**src/design/ptc_cfg.svh**
```systemverilog
`ifndef PTC_CFG_SVH
`define PTC_CFG_SVH
// Operation
// - client gives valid checksum offset when correcting
// - offset marks the two checksum bytes
// - offset used only in one-step mode
// - checksum must lie inside the packet
// - checksum clear of timestamp and other fields
// - asymmetry update adds programmed delay value
// - asymmetry update held during start-of-packet
// - two-step request marks packet as two-step
// - two-step reports timestamp, leaves packet unchanged
// - two-step request exactly aligned with SOP
// - two-step never with insert or residence
// - device outputs wide timestamp at start
// - wide valid pulses with timestamp and tag
// - device outputs narrow timestamp at start
// - narrow valid pulses with timestamp and tag
// - wide outputs exist only for wide formats
// - narrow outputs exist only for narrow formats
// - client fingerprint aligned with SOP
// - fingerprint width build parameter 1 to 32

// ----------------------------------------
// Stream and timestamp widths
// ----------------------------------------
`define PTC_DATA_W      64
`define PTC_BYTES       8
`define PTC_LANE_W      3
`define PTC_OFS_W       16
`define PTC_BEAT_W      13
`define PTC_WIDE_W      96
`define PTC_NARROW_W    64
`define PTC_ASYM_W      32
`define PTC_CSUM_W      16
`define PTC_TAG_W       8

// ----------------------------------------
// Time-of-day format selection
// ----------------------------------------
`define PTC_FMT_WIDE    2'h1
`define PTC_FMT_NARROW  2'h2
`define PTC_FMT_BOTH    2'h3

// ----------------------------------------
// Client register map (APB byte offsets)
// ----------------------------------------
`define PTC_REG_CTRL    8'h00
`define PTC_REG_OFS     8'h04
`define PTC_REG_LEN     8'h08
`define PTC_REG_TAG     8'h0c
`define PTC_REG_STAT    8'h10
`define PTC_REG_RTAG    8'h14
`define PTC_REG_TSLO    8'h18
`define PTC_REG_TSHI    8'h1c

`define PTC_CTRL_START  0
`define PTC_CTRL_CSUM   1
`define PTC_CTRL_ASYM   2
`define PTC_CTRL_TWO    3
`define PTC_CTRL_INS    4
`define PTC_CTRL_RT     5
`define PTC_CTRL_W      6

`define PTC_STAT_BUSY   0
`define PTC_STAT_WIDE   1
`define PTC_STAT_NARROW 2
`define PTC_LEN_W       8
`endif

```
**src/design/ptc_pkg.sv**
```systemverilog
`include "ptc_cfg.svh"
package ptc_pkg;
    typedef logic [`PTC_TAG_W-1:0]  ptc_tag_t;
    typedef logic [`PTC_DATA_W-1:0] ptc_data_t;

    typedef enum logic [0:0] {
        PTC_IDLE = 1'b0,
        PTC_SEND = 1'b1
    } ptc_cli_st_t;

    typedef struct packed {
        logic                     s_valid;
        logic                     s_sop;
        logic                     s_eop;
        ptc_data_t                s_data;
        logic                     s_two;
        ptc_tag_t                 s_tag;
        logic [`PTC_BEAT_W-1:0]   beat;
        logic                     fix_en;
        logic [`PTC_BEAT_W-1:0]   fix_beat;
        logic [`PTC_LANE_W-1:0]   fix_lane;
        logic                     asym_en;
        logic [`PTC_ASYM_W-1:0]   corr_adj;
        logic                     wide_ok;
        logic [`PTC_WIDE_W-1:0]   wide_ts;
        ptc_tag_t                 wide_tag;
        logic                     narrow_ok;
        logic [`PTC_NARROW_W-1:0] narrow_ts;
        ptc_tag_t                 narrow_tag;
    } ptc_dev_t;

    typedef struct packed {
        ptc_cli_st_t              st;
        logic [`PTC_CTRL_W-1:0]   ctrl;
        logic [`PTC_OFS_W-1:0]    ofs;
        logic [`PTC_LEN_W-1:0]    len;
        ptc_tag_t                 tag;
        logic [`PTC_LEN_W-1:0]    cnt;
        logic                     got_wide;
        logic                     got_narrow;
        ptc_tag_t                 rtag;
        logic [`PTC_NARROW_W-1:0] ts;
        logic                     pready;
        logic [31:0]              prdata;
        logic                     valid;
        logic                     sop;
        logic                     eop;
        ptc_data_t                data;
        logic                     csum_req;
        logic [`PTC_OFS_W-1:0]    csum_ofs;
        logic                     asym_upd;
        logic                     two_req;
        ptc_tag_t                 req_tag;
        logic                     ts_ins;
        logic                     rt_upd;
    } ptc_cli_t;
endpackage

```
**src/design/ptc_link_if.sv**
```systemverilog
`timescale 1ns/1ps
`include "ptc_cfg.svh"
interface ptc_link_if;
    import ptc_pkg::*;
    // ----------------------------------------
    // Client to device stream and controls
    // ----------------------------------------
    logic                     tx_valid;
    logic                     tx_sop;
    logic                     tx_eop;
    ptc_data_t                tx_data;
    logic                     checksum_correct;
    logic [`PTC_OFS_W-1:0]    checksum_fix_offset;
    logic                     asymmetry_update;
    logic                     two_step_request;
    ptc_tag_t                 request_tag_in;
    logic                     ts_insert;
    logic                     residence_update;
    // ----------------------------------------
    // Device to client egress results
    // ----------------------------------------
    logic [`PTC_WIDE_W-1:0]   egress_ts_wide;
    logic                     egress_ts_wide_ok;
    ptc_tag_t                 egress_tag_wide;
    logic [`PTC_NARROW_W-1:0] egress_ts_narrow;
    logic                     egress_ts_narrow_ok;
    ptc_tag_t                 egress_tag_narrow;

    modport dev (
        input  tx_valid, tx_sop, tx_eop, tx_data, checksum_correct, checksum_fix_offset,
        input  asymmetry_update, two_step_request, request_tag_in, ts_insert,
        input  residence_update,
        output egress_ts_wide, egress_ts_wide_ok, egress_tag_wide,
        output egress_ts_narrow, egress_ts_narrow_ok, egress_tag_narrow
    );
    modport cli (
        output tx_valid, tx_sop, tx_eop, tx_data, checksum_correct, checksum_fix_offset,
        output asymmetry_update, two_step_request, request_tag_in, ts_insert,
        output residence_update,
        input  egress_ts_wide, egress_ts_wide_ok, egress_tag_wide,
        input  egress_ts_narrow, egress_ts_narrow_ok, egress_tag_narrow
    );
endinterface

```
**src/design/ptc_dev.sv**
```systemverilog
`timescale 1ns/1ps
`include "ptc_cfg.svh"
module ptc_dev #(
    parameter logic [1:0] TOD_FMT = `PTC_FMT_BOTH
) (
    // Clock and reset
    input  wire logic                      pclk,
    input  wire logic                      presetn,
    // Client side
    ptc_link_if.dev                        lnk,
    // Mode and configuration
    input  wire logic                      one_step_mode,
    input  wire logic [`PTC_ASYM_W-1:0]    asymmetry_delay_value,
    // Time of day
    input  wire logic [`PTC_WIDE_W-1:0]    tod_wide,
    input  wire logic [`PTC_NARROW_W-1:0]  tod_narrow,
    // MAC transmit datapath
    output logic                           mac_valid,
    output logic                           mac_sop,
    output logic                           mac_eop,
    output ptc_pkg::ptc_data_t             mac_data,
    output logic [`PTC_ASYM_W-1:0]         corr_adjust
);
    import ptc_pkg::*;

    ptc_dev_t q_ff;
    ptc_dev_t nxt_q;

    // ----------------------------------------
    // Ones-complement helper
    // ----------------------------------------
    function automatic logic [`PTC_CSUM_W-1:0] csum_fix(
        input logic [`PTC_CSUM_W-1:0] old_sum,
        input logic [`PTC_CSUM_W-1:0] delta
    );
        logic [`PTC_CSUM_W:0] acc;
        acc = {1'b0, ~old_sum} + {1'b0, delta};
        acc = {1'b0, acc[`PTC_CSUM_W-1:0]} + {{`PTC_CSUM_W{1'b0}}, acc[`PTC_CSUM_W]};
        return ~acc[`PTC_CSUM_W-1:0];
    endfunction

    // ----------------------------------------
    // Next state
    // ----------------------------------------
    logic                      sop_in;
    logic                      cur_fix;
    logic                      cur_asym;
    logic [`PTC_BEAT_W-1:0]    cur_beat;
    logic [`PTC_BEAT_W-1:0]    cur_fbeat;
    logic [`PTC_LANE_W-1:0]    cur_lane;
    logic [`PTC_CSUM_W-1:0]    old_sum;
    logic [`PTC_CSUM_W-1:0]    new_sum;
    logic [`PTC_CSUM_W-1:0]    delta;
    ptc_data_t                 beat_data;

    always_comb begin
        nxt_q     = q_ff;
        sop_in    = lnk.tx_valid & lnk.tx_sop;
        old_sum   = '0;
        new_sum   = '0;
        delta     = '0;
        beat_data = lnk.tx_data;

        // Control for the current beat comes from the pins on SOP, else from the latch
        if (sop_in) begin
            // Two-step packets are never rewritten, so the fix is off for them
            cur_fix   = lnk.checksum_correct & one_step_mode
                        & ~lnk.two_step_request;
            cur_asym  = lnk.asymmetry_update;
            cur_beat  = '0;
            cur_fbeat = lnk.checksum_fix_offset[`PTC_OFS_W-1:`PTC_LANE_W];
            cur_lane  = lnk.checksum_fix_offset[`PTC_LANE_W-1:0];
        end else begin
            cur_fix   = q_ff.fix_en;
            cur_asym  = q_ff.asym_en;
            cur_beat  = q_ff.beat;
            cur_fbeat = q_ff.fix_beat;
            cur_lane  = q_ff.fix_lane;
        end

        // Checksum bytes are big-endian lanes L and L+1 of one beat
        if (cur_asym) begin
            delta = asymmetry_delay_value[`PTC_CSUM_W-1:0];
        end
        for (int k = 0; k < `PTC_BYTES - 1; k++) begin
            if (lnk.tx_valid && cur_fix && cur_beat == cur_fbeat
                    && cur_lane == k[`PTC_LANE_W-1:0]) begin
                old_sum = lnk.tx_data[`PTC_DATA_W-1-8*k -: `PTC_CSUM_W];
                new_sum = csum_fix(old_sum, delta);
                beat_data[`PTC_DATA_W-1-8*k -: `PTC_CSUM_W] = new_sum;
            end
        end

        // Output stage
        nxt_q.s_valid = lnk.tx_valid;
        nxt_q.s_sop   = sop_in;
        nxt_q.s_eop   = lnk.tx_valid & lnk.tx_eop;
        nxt_q.s_data  = lnk.tx_valid ? beat_data : '0;
        nxt_q.s_two   = sop_in & lnk.two_step_request;
        nxt_q.s_tag   = lnk.request_tag_in;

        if (lnk.tx_valid) begin
            nxt_q.beat = cur_beat + 1'b1;
            if (sop_in) begin
                nxt_q.fix_en   = cur_fix;
                nxt_q.asym_en  = cur_asym;
                nxt_q.fix_beat = cur_fbeat;
                nxt_q.fix_lane = cur_lane;
                nxt_q.corr_adj = cur_asym ? asymmetry_delay_value : '0;
            end
            if (lnk.tx_eop) begin
                nxt_q.fix_en  = 1'b0;
                nxt_q.asym_en = 1'b0;
            end
        end

        // Timestamps taken in the cycle the packet's first beat leaves
        nxt_q.wide_ok   = 1'b0;
        nxt_q.narrow_ok = 1'b0;
        if (q_ff.s_two) begin
            if (TOD_FMT == `PTC_FMT_WIDE || TOD_FMT == `PTC_FMT_BOTH) begin
                nxt_q.wide_ok  = 1'b1;
                nxt_q.wide_ts  = tod_wide;
                nxt_q.wide_tag = q_ff.s_tag;
            end
            if (TOD_FMT == `PTC_FMT_NARROW || TOD_FMT == `PTC_FMT_BOTH) begin
                nxt_q.narrow_ok  = 1'b1;
                nxt_q.narrow_ts  = tod_narrow;
                nxt_q.narrow_tag = q_ff.s_tag;
            end
        end
    end

    always_ff @(posedge pclk or negedge presetn) begin
        if (!presetn) begin
            q_ff <= '0;
        end else begin
            q_ff <= nxt_q;
        end
    end

    // ----------------------------------------
    // Outputs
    // ----------------------------------------
    // The result trails mac_sop by one cycle so the time is taken at departure
    assign mac_valid                = q_ff.s_valid;
    assign mac_sop                  = q_ff.s_sop;
    assign mac_eop                  = q_ff.s_eop;
    assign mac_data                 = q_ff.s_data;
    assign corr_adjust              = q_ff.corr_adj;
    assign lnk.egress_ts_wide       = q_ff.wide_ts;
    assign lnk.egress_ts_wide_ok    = q_ff.wide_ok;
    assign lnk.egress_tag_wide      = q_ff.wide_tag;
    assign lnk.egress_ts_narrow     = q_ff.narrow_ts;
    assign lnk.egress_ts_narrow_ok  = q_ff.narrow_ok;
    assign lnk.egress_tag_narrow    = q_ff.narrow_tag;
endmodule

```
**src/flat_wrapper.sv**
```systemverilog
// flat-port wrapper written by rule: the top's interface ports become plain ports
module ptc_dev_flat import ptc_pkg::*;
#(
    parameter logic [1:0] TOD_FMT = `PTC_FMT_BOTH
)
  (pclk, presetn, one_step_mode, asymmetry_delay_value, tod_wide, tod_narrow, mac_valid, mac_sop, mac_eop, mac_data, corr_adjust, lnk_tx_valid, lnk_tx_sop, lnk_tx_eop, lnk_tx_data, lnk_checksum_correct, lnk_checksum_fix_offset, lnk_asymmetry_update, lnk_two_step_request, lnk_request_tag_in, lnk_ts_insert, lnk_residence_update, lnk_egress_ts_wide, lnk_egress_ts_wide_ok, lnk_egress_tag_wide, lnk_egress_ts_narrow, lnk_egress_ts_narrow_ok, lnk_egress_tag_narrow);
  ptc_link_if lnk_i ();
  input  wire logic pclk;
  input  wire logic presetn;
  input  wire logic one_step_mode;
  input  wire logic [`PTC_ASYM_W-1:0] asymmetry_delay_value;
  input  wire logic [`PTC_WIDE_W-1:0] tod_wide;
  input  wire logic [`PTC_NARROW_W-1:0] tod_narrow;
  output logic mac_valid;
  output logic mac_sop;
  output logic mac_eop;
  output ptc_pkg::ptc_data_t mac_data;
  output logic [`PTC_ASYM_W-1:0] corr_adjust;
  input wire logic [$bits(lnk_i.tx_valid)-1:0] lnk_tx_valid;
  input wire logic [$bits(lnk_i.tx_sop)-1:0] lnk_tx_sop;
  input wire logic [$bits(lnk_i.tx_eop)-1:0] lnk_tx_eop;
  input wire logic [$bits(lnk_i.tx_data)-1:0] lnk_tx_data;
  input wire logic [$bits(lnk_i.checksum_correct)-1:0] lnk_checksum_correct;
  input wire logic [$bits(lnk_i.checksum_fix_offset)-1:0] lnk_checksum_fix_offset;
  input wire logic [$bits(lnk_i.asymmetry_update)-1:0] lnk_asymmetry_update;
  input wire logic [$bits(lnk_i.two_step_request)-1:0] lnk_two_step_request;
  input wire logic [$bits(lnk_i.request_tag_in)-1:0] lnk_request_tag_in;
  input wire logic [$bits(lnk_i.ts_insert)-1:0] lnk_ts_insert;
  input wire logic [$bits(lnk_i.residence_update)-1:0] lnk_residence_update;
  output wire logic [$bits(lnk_i.egress_ts_wide)-1:0] lnk_egress_ts_wide;
  output wire logic [$bits(lnk_i.egress_ts_wide_ok)-1:0] lnk_egress_ts_wide_ok;
  output wire logic [$bits(lnk_i.egress_tag_wide)-1:0] lnk_egress_tag_wide;
  output wire logic [$bits(lnk_i.egress_ts_narrow)-1:0] lnk_egress_ts_narrow;
  output wire logic [$bits(lnk_i.egress_ts_narrow_ok)-1:0] lnk_egress_ts_narrow_ok;
  output wire logic [$bits(lnk_i.egress_tag_narrow)-1:0] lnk_egress_tag_narrow;
  assign lnk_i.tx_valid = lnk_tx_valid;
  assign lnk_i.tx_sop = lnk_tx_sop;
  assign lnk_i.tx_eop = lnk_tx_eop;
  assign lnk_i.tx_data = lnk_tx_data;
  assign lnk_i.checksum_correct = lnk_checksum_correct;
  assign lnk_i.checksum_fix_offset = lnk_checksum_fix_offset;
  assign lnk_i.asymmetry_update = lnk_asymmetry_update;
  assign lnk_i.two_step_request = lnk_two_step_request;
  assign lnk_i.request_tag_in = lnk_request_tag_in;
  assign lnk_i.ts_insert = lnk_ts_insert;
  assign lnk_i.residence_update = lnk_residence_update;
  assign lnk_egress_ts_wide = lnk_i.egress_ts_wide;
  assign lnk_egress_ts_wide_ok = lnk_i.egress_ts_wide_ok;
  assign lnk_egress_tag_wide = lnk_i.egress_tag_wide;
  assign lnk_egress_ts_narrow = lnk_i.egress_ts_narrow;
  assign lnk_egress_ts_narrow_ok = lnk_i.egress_ts_narrow_ok;
  assign lnk_egress_tag_narrow = lnk_i.egress_tag_narrow;
  ptc_dev #(.TOD_FMT(TOD_FMT)) u_core (.pclk(pclk), .presetn(presetn), .lnk(lnk_i), .one_step_mode(one_step_mode), .asymmetry_delay_value(asymmetry_delay_value), .tod_wide(tod_wide), .tod_narrow(tod_narrow), .mac_valid(mac_valid), .mac_sop(mac_sop), .mac_eop(mac_eop), .mac_data(mac_data), .corr_adjust(corr_adjust));
endmodule
```
**config.mk**
```make
export PLATFORM = sky130hd
export DESIGN_NAME = ptc_dev_flat
export DESIGN_NICKNAME = d
export VERILOG_FILES = /design/src/design/ptc_pkg.sv /design/src/design/ptc_link_if.sv /design/src/design/ptc_dev.sv /design/src/flat_wrapper.sv
export VERILOG_INCLUDE_DIRS = /design/src /design/src/design
export SDC_FILE = /design/constraint.sdc
export NUM_CORES = 1
export LEC_CHECK = 0
export BUFFER_PORTS_ARGS = -buffer_cell sky130_fd_sc_hd__clkbuf_2
export CAP_MARGIN = 20
export CORE_MARGIN = 10
export CORE_UTILIZATION = 40
export CTS_CLUSTER_DIAMETER = 200
export DETAILED_ROUTE_END_ITERATION = 7
export PLACE_DENSITY = 0.65
export SLEW_MARGIN = 10
export SYNTH_ARGS = -nofsm -noshare
export SYNTH_HDL_FRONTEND = slang
export SYNTH_SLANG_ARGS = --single-unit
export TNS_END_PERCENT = 10
```
**constraint.sdc**
```tcl
create_clock -name pclk -period 5.8 [get_ports pclk]
set_input_delay 1.16 -clock pclk [delete_from_list [all_inputs] [get_ports pclk]]
set_output_delay 1.16 -clock pclk [all_outputs]
set_load 0.1 [all_outputs]
```
# Yosys cells after proc, flatten, opt, wreduce, memory -nomap -nowiden
# Cells that the tools add are included.
word_totals:
  mem_bits_ro: 0
  mem_bits_rw: 0
  output_inout_bits: 277
  memories: 0
  register_bits: 309
  inputBits: 291
  latchBits: 0
classes:
  shifts: 0
  n_eq_ne: 7
  bitwise_logic: 20
  reduce_logical: 13
  mux: 19
  add_sub_neg: 15
  magnitude_cmp: 0
  mul: 0
  div_mod_pow: 0
op_table:
  columns: ["op", "n"]
  rows:
  - ["$not A16 Y16", 14]
  - ["$mux W178", 1]
  - ["$mux W16", 8]
  - ["$add A16 B16 Y17", 7]
  - ["$add A16 B1 Y16", 7]
  - ["$mux W64", 1]
  - ["$mux W50", 1]
  - ["$mux W32", 1]
  - ["$mux W13", 2]
  - ["$add A13 B1 Y13 const B", 1]
  - ["$eq A13 B13 Y1", 1]
  - ["$eq A3 B3 Y1 const B", 3]
  - ["$logic_and A1 B1 Y1", 9]
  - ["$eq A3 B2 Y1 const B", 2]
  - ["$and A1 B1 Y1", 5]
  - ["$mux W1", 4]
  - ["$reduce_and A2 Y1", 2]
  - ["$eq A3 B1 Y1 const B", 1]
  - ["$logic_not A3 Y1", 1]
  - ["$mux W3", 1]
  - ["$reduce_bool A2 Y1", 1]
  - ["$not A1 Y1", 1]

# Logic depth before layout (Yosys ltp)
# Gate-level depths: netlist of the first run.
depth:
  ltp_word: 14
  mapped_depth: 29
  depth_no_buf: 25

# Worst setup path before layout of the first run
# Ideal clock, no wire load.
synth_timing:
  kind: "input-to-reg"
  startpoint: "input port lnk_tx_valid"
  endpoint: "register u_core.q_ff, in the netlist u_core.mac_data[62]"
  path_slack_ps: -738
  required_ps: 5674
  path_stages: 28
  t_arrival_ps: 6412
  path_buffers: 4
  setup_ps: 126
  path_cell_list: "buf_6 > a21bo_4 > nand2_1 > buf_2 > buf_2 > clkbuf_1 > and2_1 > ha_1 > ha_1 > a211o_1 > a41oi_1 > o31ai_1 > a31oi_1 > o21bai_1 > nand2_1 > a21oi_1 > nand2_1 > nand2_1 > a21o_1 > ha_1 > ha_1 > nand2_1 > or4b_1 > or3_1 > nor4_2 > nand3_1 > nor3b_1 > a311o_1"
synth_rtl:
  columns: ["item", "line", "source"]
  rows:
  - ["from (decl)", "flat_wrapper.sv:19", "input wire logic [$bits(lnk_i.tx_valid)-1:0] lnk_tx_valid;"]
  - ["to (signal assigned)", "ptc_dev.sv:138", "q_ff <= nxt_q;"]
  - ["to (decl)", "ptc_dev.sv:26", "ptc_dev_t q_ff;"]

==> flow_summary_export.csv, run 1 <==
group,metric,value,unit
run_status,status,"finished, final reports clean",
clocking,clockBufferDepth,3,
clocking,clock_latency,570,ps
logic_synthesis,synth.cells.most_frequent,"dfrtp_1, buf_4, nand2_1",
floorplan,die_h,262,microns
cells_and_area,drive_gt1_frac,0.363,
cells_and_area,fillers,5488,
floorplan,fp.coreArea,57800,sq um
drt,drtIter0Drc,1811,
logic_synthesis,synth_top_area_share,0.330,
setup_path,cp.arrival,6060,ps
setup_path,worstSetupStartpointType,"primary input",
clocking,htreeDepth,2,
grt,grt.overflow.total,0,
logic_synthesis,syn-cell-area,23400,sq um
drt,routed_wl,93100,microns
pwr,pwr-share-clk,0.258,
timing,finalSetupTns,0,ps
pwr,irDropWorstVdd,0.000548,V
logic_synthesis,synth_edf_count,0,
timing,clock.fmax,177,MHz
timing,hold_violations,0,
logic_synthesis,synth_async_sr_flop_share,1.00,
grt,grt_usage,0.258,
setup_path,crit_required,6220,ps
drt,num_vias,21100,
clocking,postCtsHoldBufs,0,
setup_path,crit_path_max_incr_delay,540,ps
drt,drt_drc_violations_left,0,
hold_path,worstHoldPathType,"flop to flop",
grt,grt_pass1_wl,135000,microns
setup_path,crit_family,"compound AO/OA/AOI/OAI gates",
grt,grt_pass1_vias,21000,
logic_synthesis,yosysSeqAreaShare,0.330,
pwr,p_switching,4.50,mW
logic_synthesis,yosysUniqueCellTypes,105,
timing,drv_slew,0,
hold_path,whs_path_depth,2,
cells_and_area,instances_no_fill,3806,
setup_path,end_kind,"flop",
logic_synthesis,yosys-top-cells-area,"dfrtp_1, buf_4, mux2_2, xnor2_1, nand2_1",
run,maxCapViolations,0,
pwr,power_frac_comb,0.461,
floorplan,die_x,262,microns
floorplan,ios,568,
pwr,pwr_density_cell,338,nW/um^2
setup_path,cp_slowest_cell,"or3_1",
place,port_buffers,565,
floorplan,die_area,68500,sq um
logic_synthesis,yosys_register_bits,308,
timing,fin_crit_sh,0.972,
drt,wl_per_cell,24.5,microns
clocking,numCtsBuffers,37,
drt,vias_per_cell,5.54,
pwr,total_power,9.38,mW
logic_synthesis,yosysMostFrequentCell,"dfrtp_1",
logic_synthesis,synthCells,2576,
timing,layout_min_cycle_time,5640,ps
pwr,swShare,0.479,
setup_path,path_buf_inv,3,
floorplan,initial_core_util,0.404,
grt,grt_antenna_before_repair,24,
setup_path,critPathKind,"primary input to flop",
clocking,cts_num_sinks,308,
place,post-place-cells,3728,
drt,ant_nets,0,
setup_path,cpMostUsedCell,"ha_1",
place,place_ws,-363,ps
pwr,p_seq_frac,0.281,
timing,setup_viol,0,
pwr,internal_power,4.88,mW
floorplan,rows,88,
grt,grt_start_max_net_pins,170,
timing,holdWs,469,ps
logic_synthesis,synth_ff_type,"dfrtp_1",
pwr,p_leak,13.0,nW
cells_and_area,area_growth,18.8,%
timing,worst_pin_slew,960,ps
logic_synthesis,yosysWarnings,0,
logic_synthesis,avgSynthCellArea,9.07,sq um
place,gp_congestion,0.972,
setup_path,cp.depth,26,
timing,setup_slack,163,ps
timing,rsz0062_at_grt,"false",
timing,clock_skew,43.1,ps
logic_synthesis,yosys.area.top_type,"dfrtp_1",
drt,first_pass_iters,5,
logic_synthesis,synth.net_count,2931,
clocking,cts_tree,"built",
clocking,path_clk_slew,60,ps
clocking,clock-root-buffer,"clkbuf_16",
setup_path,crit_fanout,6,
place,dpl.hpwl,75000,microns
timing,relSlewSlack,0.360,
cells_and_area,finalNetCount,3357,
setup_path,worstRegToRegCells,25,
metal layers:
metal,part of all wire,GRT usage,up-vias
met1,0.39,0.310,10300
met5,0.0013,0,-
met2,0.48,0.441,892
li1,-,-,9667
met3,0.092,0.0630,193
met4,0.039,0.101,16
cell families (layout without fill, tap and decap cells):
family | count (synthesis) | in the layout | share of synthesized area
fa+ha+maj | 97 | 97 | 0.0485
compound gates | 486 | 486 | 0.151
mux | 186 | 186 | 0.0887
other cells | 0 | 12 | 0
flops | 308 | 308 | 0.330
xor+xnor | 240 | 240 | 0.0930
simple gates | 761 | 761 | 0.162
buf+inv | 498 | 951 | 0.128
cell usage in the layout (no fill, tap or decap), types with 28 or more instances in the layout:
master and n:
nor2b_1 28, dfrtp_1 307, clkbuf_16 37, and2_1 40, o21ai_0 73, nand2_1 229, a211oi_1 44, xnor2_1 159
inv_1 93, maj3_1 31, ha_1 57, a21oi_1 94, nor2_1 162, o211ai_1 38, buf_4 218, nor3_1 46
mux2_2 169, nand3_1 69, clkbuf_2 563, xor2_1 74, nand2b_1 40
layout make-up:
class / instances / area (sq um) / area share
multi-input combinational: 1770 / 12900 / 0.463
sequential: 308 / 7710 / 0.278
timing repair buffer: 788 / 4580 / 0.165
clock buffer: 47 / 1030 / 0.0372
tap: 765 / 957 / 0.0345
inverter: 97 / 364 / 0.0131
clock inverter: 19 / 221 / 0.00798
antenna: 12 / 30.0 / 0.00108
worst paths after layout:
kind / startpoint / end / slack (ps)
worst min register to register: u_core.corr_adjust[26] / u_core.corr_adjust[26] / 470
min in group asynchronous: presetn / u_core.lnk.egress_tag_wide[0] / 560
max in group asynchronous: presetn / u_core.q_ff[249] / 4020
worst min-delay path: u_core.corr_adjust[26] / u_core.corr_adjust[26] / 470
worst max-delay path: lnk_tx_sop / u_core.mac_data[41] / 160
worst max register to register: u_core.q_ff[210] / u_core.mac_data[41] / 280
repair_timing:
item | 4_1_cts | 5_1_grt
endpoints found under the setup margin | 0 | 9
gates resized for setup | 0 | 5
hold endpoints to repair | 0 | 0
setup buffers | 0 | 0
stage by stage:
stage          area (sq um)  utilization
6_report              27800        0.480
3_3_place_gp          26500        0.458
3_5_place_dp          26500        0.458
5_1_grt               27700        0.480
2_1_floorplan         23600            -
4_1_cts               27700        0.479
worst reg2reg max path, cell delays in order, from the launching register on:
cell,delay [ps]
dfrtp_1,650
a21bo_4,310
nand2_4,70
and2_4,150
buf_4,220
ha_1,200
ha_1,190
o221ai_1,110
a32oi_1,260
o2111a_2,270
o41ai_4,100
a2111oi_1,410
nor4_1,110
o21ba_2,220
nor2b_1,130
o21ai_0,90
nand2b_1,160
ha_1,200
and3_1,180
o311ai_0,200
or3_1,540
buf_4,190
nor2_1,130
xnor2_1,90
mux2i_1,140
nor2_1,60
power groups by stage:
stage | registers (mW) | logic (mW) | clock network, mW
floorplan | 2.62 | 3.73 | 0
global placement | 2.65 | 4.27 | 0
detailed placement | 2.67 | 4.31 | 0
CTS | 2.64 | 4.32 | 2.47
global route | 2.67 | 4.51 | 2.56
finish | 2.64 | 4.32 | 2.42
flip-flops by register name (all words and copies together), names as in the netlist:
signal,flops
u_core.lnk.egress_ts_narrow,64
u_core.q_ff,40
u_core.lnk.egress_ts_wide,96
u_core.lnk.egress_tag_wide,8
u_core.lnk.egress_ts_narrow_ok,1
u_core.mac_eop,1
u_core.mac_data,64
u_core.corr_adjust,32
u_core.mac_valid,1
u_core.mac_sop,1
(Power assumes the default switching activity.)
==> run 2, diff against run 1 <==
Settings changed: PLACE_DENSITY 0.65 to 0.75, SKIP_CTS_REPAIR_TIMING from default to 1.
==> flow_summary_export.csv, run 2 (synthesis results as in run 1) <==
group,metric,value,unit
floorplan,die_area,68500,sq um
timing,clock.fmax,184,MHz
drt,routed-wl-met3,9740,microns
cells_and_area,final_common_cell,"clkbuf_2",
clocking,clock_latency,600,ps
drt,vias_per_cell,5.56,
grt,grt_pass1_wl,134000,microns
run,maxCapViolations,0,
grt,grt.overflow.total,0,
setup_path,worstRegToRegCells,24,
timing,drv_slew,0,
clocking,clock-root-buffer,"clkbuf_16",
cells_and_area,final_cell_mix,"clkbuf_2, dfrtp_1, nand2_1",
place,post-place-cells,3692,
setup_path,regToRegStartpoint,"u_core.q_ff[210]",
floorplan,die_x,262,microns
timing,worst_pin_slew,900,ps
cells_and_area,fin_util,0.476,
setup_path,critPathKind,"primary input to flop",
timing,finalSetupTns,0,ps
place,port_buffers,565,
setup_path,worstSetupStartpointType,"primary input",
timing,rsz0062_at_grt,"false",
cells_and_area,finalNetCount,3321,
timing,relSlewSlack,0.400,
floorplan,die_h,262,microns
run_status,status,"finished, final reports clean",
setup_path,rrSetupSlack,570,ps
drt,ant_nets,0,
cells_and_area,instances_no_fill,3772,
hold_path,whs_path_depth,2,
setup_path,end_kind,"flop",
setup_path,cpMostUsedCell,"nand2_1",
drt,drt_drc_violations_left,0,
clocking,clockBufferDepth,3,
hold_path,worstHoldPathType,"flop to flop",
setup_path,crit_path_max_incr_delay,500,ps
timing,fin_crit_sh,0.938,
timing,clock_skew,57.2,ps
floorplan,ios,568,
timing,hold_violations,0,
drt,drtIter0Drc,1891,
floorplan,rows,88,
drt,wl_per_cell,24.8,microns
pwr,irDropWorstVdd,0.000331,V
grt,grt_start_max_net_pins,129,
place,post_dp_cell_area,26200,sq um
grt,grt_usage,0.261,
setup_path,crit_required,6240,ps
setup_path,cp_slowest_cell,"or4b_4",
place,gp_congestion,1.01,
cells_and_area,postLayoutCellArea,27500,sq um
drt,routed_wl,93500,microns
timing,layout_min_cycle_time,5440,ps
drt,top_layer,"met5",
floorplan,initial_core_util,0.404,
drt,route.met2.wl,45200,microns
setup_path,rr_endpoint,"u_core.mac_data[62]",
cells_and_area,largest_reg_flops,96,
grt,grt_antenna_before_repair,28,
clocking,htreeDepth,2,
setup_path,crit_family,"simple AND/OR/NAND/NOR gates",
place,dpl.hpwl,74700,microns
cells_and_area,drive_gt1_frac,0.357,
drt,wl_met1,33800,microns
clocking,cts_tree,"built",
floorplan,fp.coreArea,57800,sq um
setup_path,cp.arrival,5880,ps
grt,grt_pass1_vias,20700,
hold_path,min_to,"u_core.corr_adjust[14]",
drt,num_vias,21000,
pwr,total_power,9.41,mW
cells_and_area,area_growth,17.8,%
setup_path,crit_fanout,7,
setup_path,path_buf_inv,1,
drt,first_pass_iters,6,
pwr,p_leak,12.8,nW
clocking,numCtsBuffers,37,
clocking,path_clk_slew,60,ps
timing,setup_viol,0,
clocking,cts_num_sinks,308,
hold_path,min_from,"u_core.corr_adjust[14]",
pwr,pwr_density_cell,342,nW/um^2
-- run 2: changes by cell type in the layout (fill, tap and decap cells not counted), sizes merged --
cell    previous run  this run
buf              224       188
clkbuf           611       609
diode             12        14
clkinv            11        12
inv               98        99
-- run 2: metal layers --
metal	track usage	vias up
met1	0.296	10100
met5	0	-
met3	0.0770	230
li1	-	9613
met2	0.444	1022
met4	0.129	26
-- run 2: where the power goes --
group / switching (mW) / total, mW / leakage [nW] / internal, mW
clock network: 1.00 / 2.45 / 0.631 / 1.45
registers: 0.192 / 2.64 / 3.79 / 2.45
logic: 3.35 / 4.32 / 8.38 / 0.964
-- run 2: how the worst max path moves through the flow --
stage	endpoint	cells after the start	start
final	u_core.mac_data[62]	25	lnk_tx_valid
after global routing	u_core.mac_data[55]	25	lnk_tx_valid
after CTS	u_core.mac_data[55]	25	lnk_tx_valid
after detailed placement	u_core.mac_data[55]	25	lnk_tx_valid
after global placement	u_core.mac_data[62]	25	lnk_tx_valid
after floorplan	u_core.mac_data[62]	28	lnk_tx_sop
-- run 2: metrics by stage --
step / setup slack, ps / hold WS [ps]
after floorplan: -169 / 352
after global placement: -106 / 450
after detailed placement: -171 / 455
after CTS: 441 / 467
after global routing: 6.63 / 489
final: 361 / 464
-- run 2: final cells by class --
cell class	instances	area, sq um
Fill cell	5531	30300
Multi-Input combinational cell	1770	12900
Sequential cell	308	7710
Timing Repair Buffer	752	4310
Clock buffer	45	1020
Tap cell	765	957
Inverter	97	364
Clock inverter	21	275
Antenna cell	14	35.0
-- run 2: worst min-delay path, stage by stage, from the launching register on --
cell     delay (ps)
dfrtp_1         340
nand2_1          50
nand2_1          50
==> run 3, diff against run 2 <==
==> constraint.sdc (replaced) <==
create_clock -name pclk -period 5.8 [get_ports pclk]
set_input_delay 0.29 -clock pclk [delete_from_list [all_inputs] [get_ports pclk]]
set_output_delay 0.29 -clock pclk [all_outputs]
set_load 0.005 [all_outputs]
==> flow_summary_export.csv, run 3 (synthesis results as in run 1) <==
group,metric,value,unit
run_status,status,"finished, violations left",
run_status,violations,"hold timing",
setup_path,crit_path_max_incr_delay,420,ps
pwr,total_power,7.34,mW
cells_and_area,fin_util,0.487,
pwr,power_frac_comb,0.312,
timing,layout_min_cycle_time,5440,ps
pwr,pwr_density_cell,260,nW/um^2
timing,clock.fmax,184,MHz
clocking,htreeDepth,2,
floorplan,rows,88,
grt,grt.overflow.total,0,
floorplan,initial_core_util,0.404,
cells_and_area,finalNetCount,3382,
pwr,swShare,0.348,
clocking,cts_num_sinks,308,
drt,drt_drc_violations_left,0,
setup_path,crit_family,"compound AO/OA/AOI/OAI gates",
timing,drv_slew,0,
floorplan,die_h,262,microns
drt,routed_wl,99100,microns
clocking,clock_latency,570,ps
timing,hold_violations,4,
place,dpl.hpwl,73400,microns
grt,grt_usage,0.255,
cells_and_area,largest_reg_flops,96,
floorplan,fp.coreArea,57800,sq um
clocking,numCtsBuffers,36,
hold_path,worstHoldPathType,"primary input to flop",
drt,num_vias,21800,
cells_and_area,drive_gt1_frac,0.300,
floorplan,die_x,262,microns
pwr,p_seq_frac,0.366,
grt,grt_pass1_vias,19800,
setup_path,cpMostUsedCell,"ha_1",
drt,vias_per_cell,5.66,
place,post-place-cells,3573,
clocking,clockBufferDepth,3,
clocking,clock-root-buffer,"clkbuf_16",
cells_and_area,area_growth,20.6,%
pwr,p_leak,12.9,nW
timing,relSlewSlack,0.206,
timing,fin_crit_sh,0.938,
setup_path,path_buf_inv,1,
setup_path,critPathKind,"flop to flop",
timing,worst_pin_slew,1190,ps
drt,drtIter0Drc,2076,
timing,holdWs,-32.7,ps
cells_and_area,instances_no_fill,3849,
timing,finalSetupTns,0,ps
setup_path,worstSetupStartpointType,"flop",
grt,grt_start_max_net_pins,105,
floorplan,ios,568,
drt,wl_per_cell,25.8,microns
clocking,path_clk_slew,60,ps
setup_path,end_kind,"flop",
run,maxCapViolations,0,
timing,setup_viol,0,
timing,rsz0062_at_grt,"false",
setup_path,cp.arrival,5930,ps
cells_and_area,fillers,5359,
cells_and_area,final_cell_mix,"clkbuf_2, dfrtp_1, nand2_1",
setup_path,cp_slowest_cell,"dfrtp_1",
setup_path,crit_fanout,5,
grt,grt_pass1_wl,130000,microns
place,gp_congestion,0.994,
setup_path,path_cells,"a21bo_4 -> nand2_1 -> and2_1 -> buf_4 -> ha_1 -> ha_1 -> o21ai_0 -> maj3_1 -> o22a_1 -> o31a_1 -> o21a_1 -> o21ai_0 -> a21o_1 -> a21o_1 -> ha_1 -> and3_1 -> nand3_1 -> nor3_1 -> nand3b_1 -> nor4_1 -> xor2_1 -> a21oi_1 -> a21oi_1",
pwr,internal_power,4.78,mW
setup_path,crit_required,6290,ps
place,port_buffers,565,
pwr,p_switching,2.55,mW
cells_and_area,final_common_cell,"clkbuf_2",
pwr,pwr-share-clk,0.322,
pwr,irDropWorstVdd,0.000254,V
floorplan,die_area,68500,sq um
drt,first_pass_iters,8,
drt,ant_nets,0,
timing,clock_skew,27.5,ps
grt,grt_antenna_before_repair,38,
clocking,cts_tree,"built",
run 3: tightest hold or removal path: stages:
cell,delay [ps]
clkbuf_2,90
nand3_1,60
nand2_1,50
run 3: cell type report:
type | count | area, sq um | share of cell area
tap | 765 | 957 | 0.0340
clock inverter | 14 | 159 | 0.00564
antenna | 29 | 72.6 | 0.00258
inverter | 97 | 364 | 0.0129
sequential | 308 | 7710 | 0.274
multi-input combinational | 1770 | 12700 | 0.451
clock buffer | 52 | 1030 | 0.0366
timing repair buffer | 814 | 5170 | 0.184
run 3: power by group through the flow:
stage | Sequential [mW] | Clock, mW | Combinational, mW
floorplan | 2.61 | 0 | 1.60
global placement | 2.67 | 0 | 2.07
detailed placement | 2.69 | 0 | 2.09
CTS | 2.65 | 2.37 | 2.11
global route | 2.71 | 2.48 | 2.45
finish | 2.69 | 2.36 | 2.29
run 3: routing by layer:
layer	part of all wire	routed length, microns	GRT usage	up-vias
li1	-	-	-	9759
met1	0.35	34800	0.285	10500
met2	0.47	46500	0.426	1204
met3	0.11	11300	0.0841	334
met4	0.063	6290	0.140	28
met5	0.0020	203	0	-
run 3: stage by stage:
step	cell area [sq um]	setup WS, ps
floorplan	23400	84.9
global placement	25100	299
detailed placement	25100	209
CTS	26300	367
global route	28200	35.9
finish	28200	362
run 3: final timing paths:
kind | startpoint | to | slack (ps) | depth (start not counted)
min reg2reg | u_core.corr_adjust[28] | u_core.corr_adjust[28] | 460 | 2
min | asymmetry_delay_value[17] | u_core.corr_adjust[17] | -30 | 3
max | u_core.q_ff[210] | u_core.mac_data[37] | 360 | 23
max in group asynchronous | presetn | u_core.lnk.egress_ts_wide[53] | 3880 | 3
min in group asynchronous | presetn | u_core.lnk.egress_ts_wide[25] | 460 | 2
max reg2reg | u_core.q_ff[210] | u_core.mac_data[37] | 360 | 23
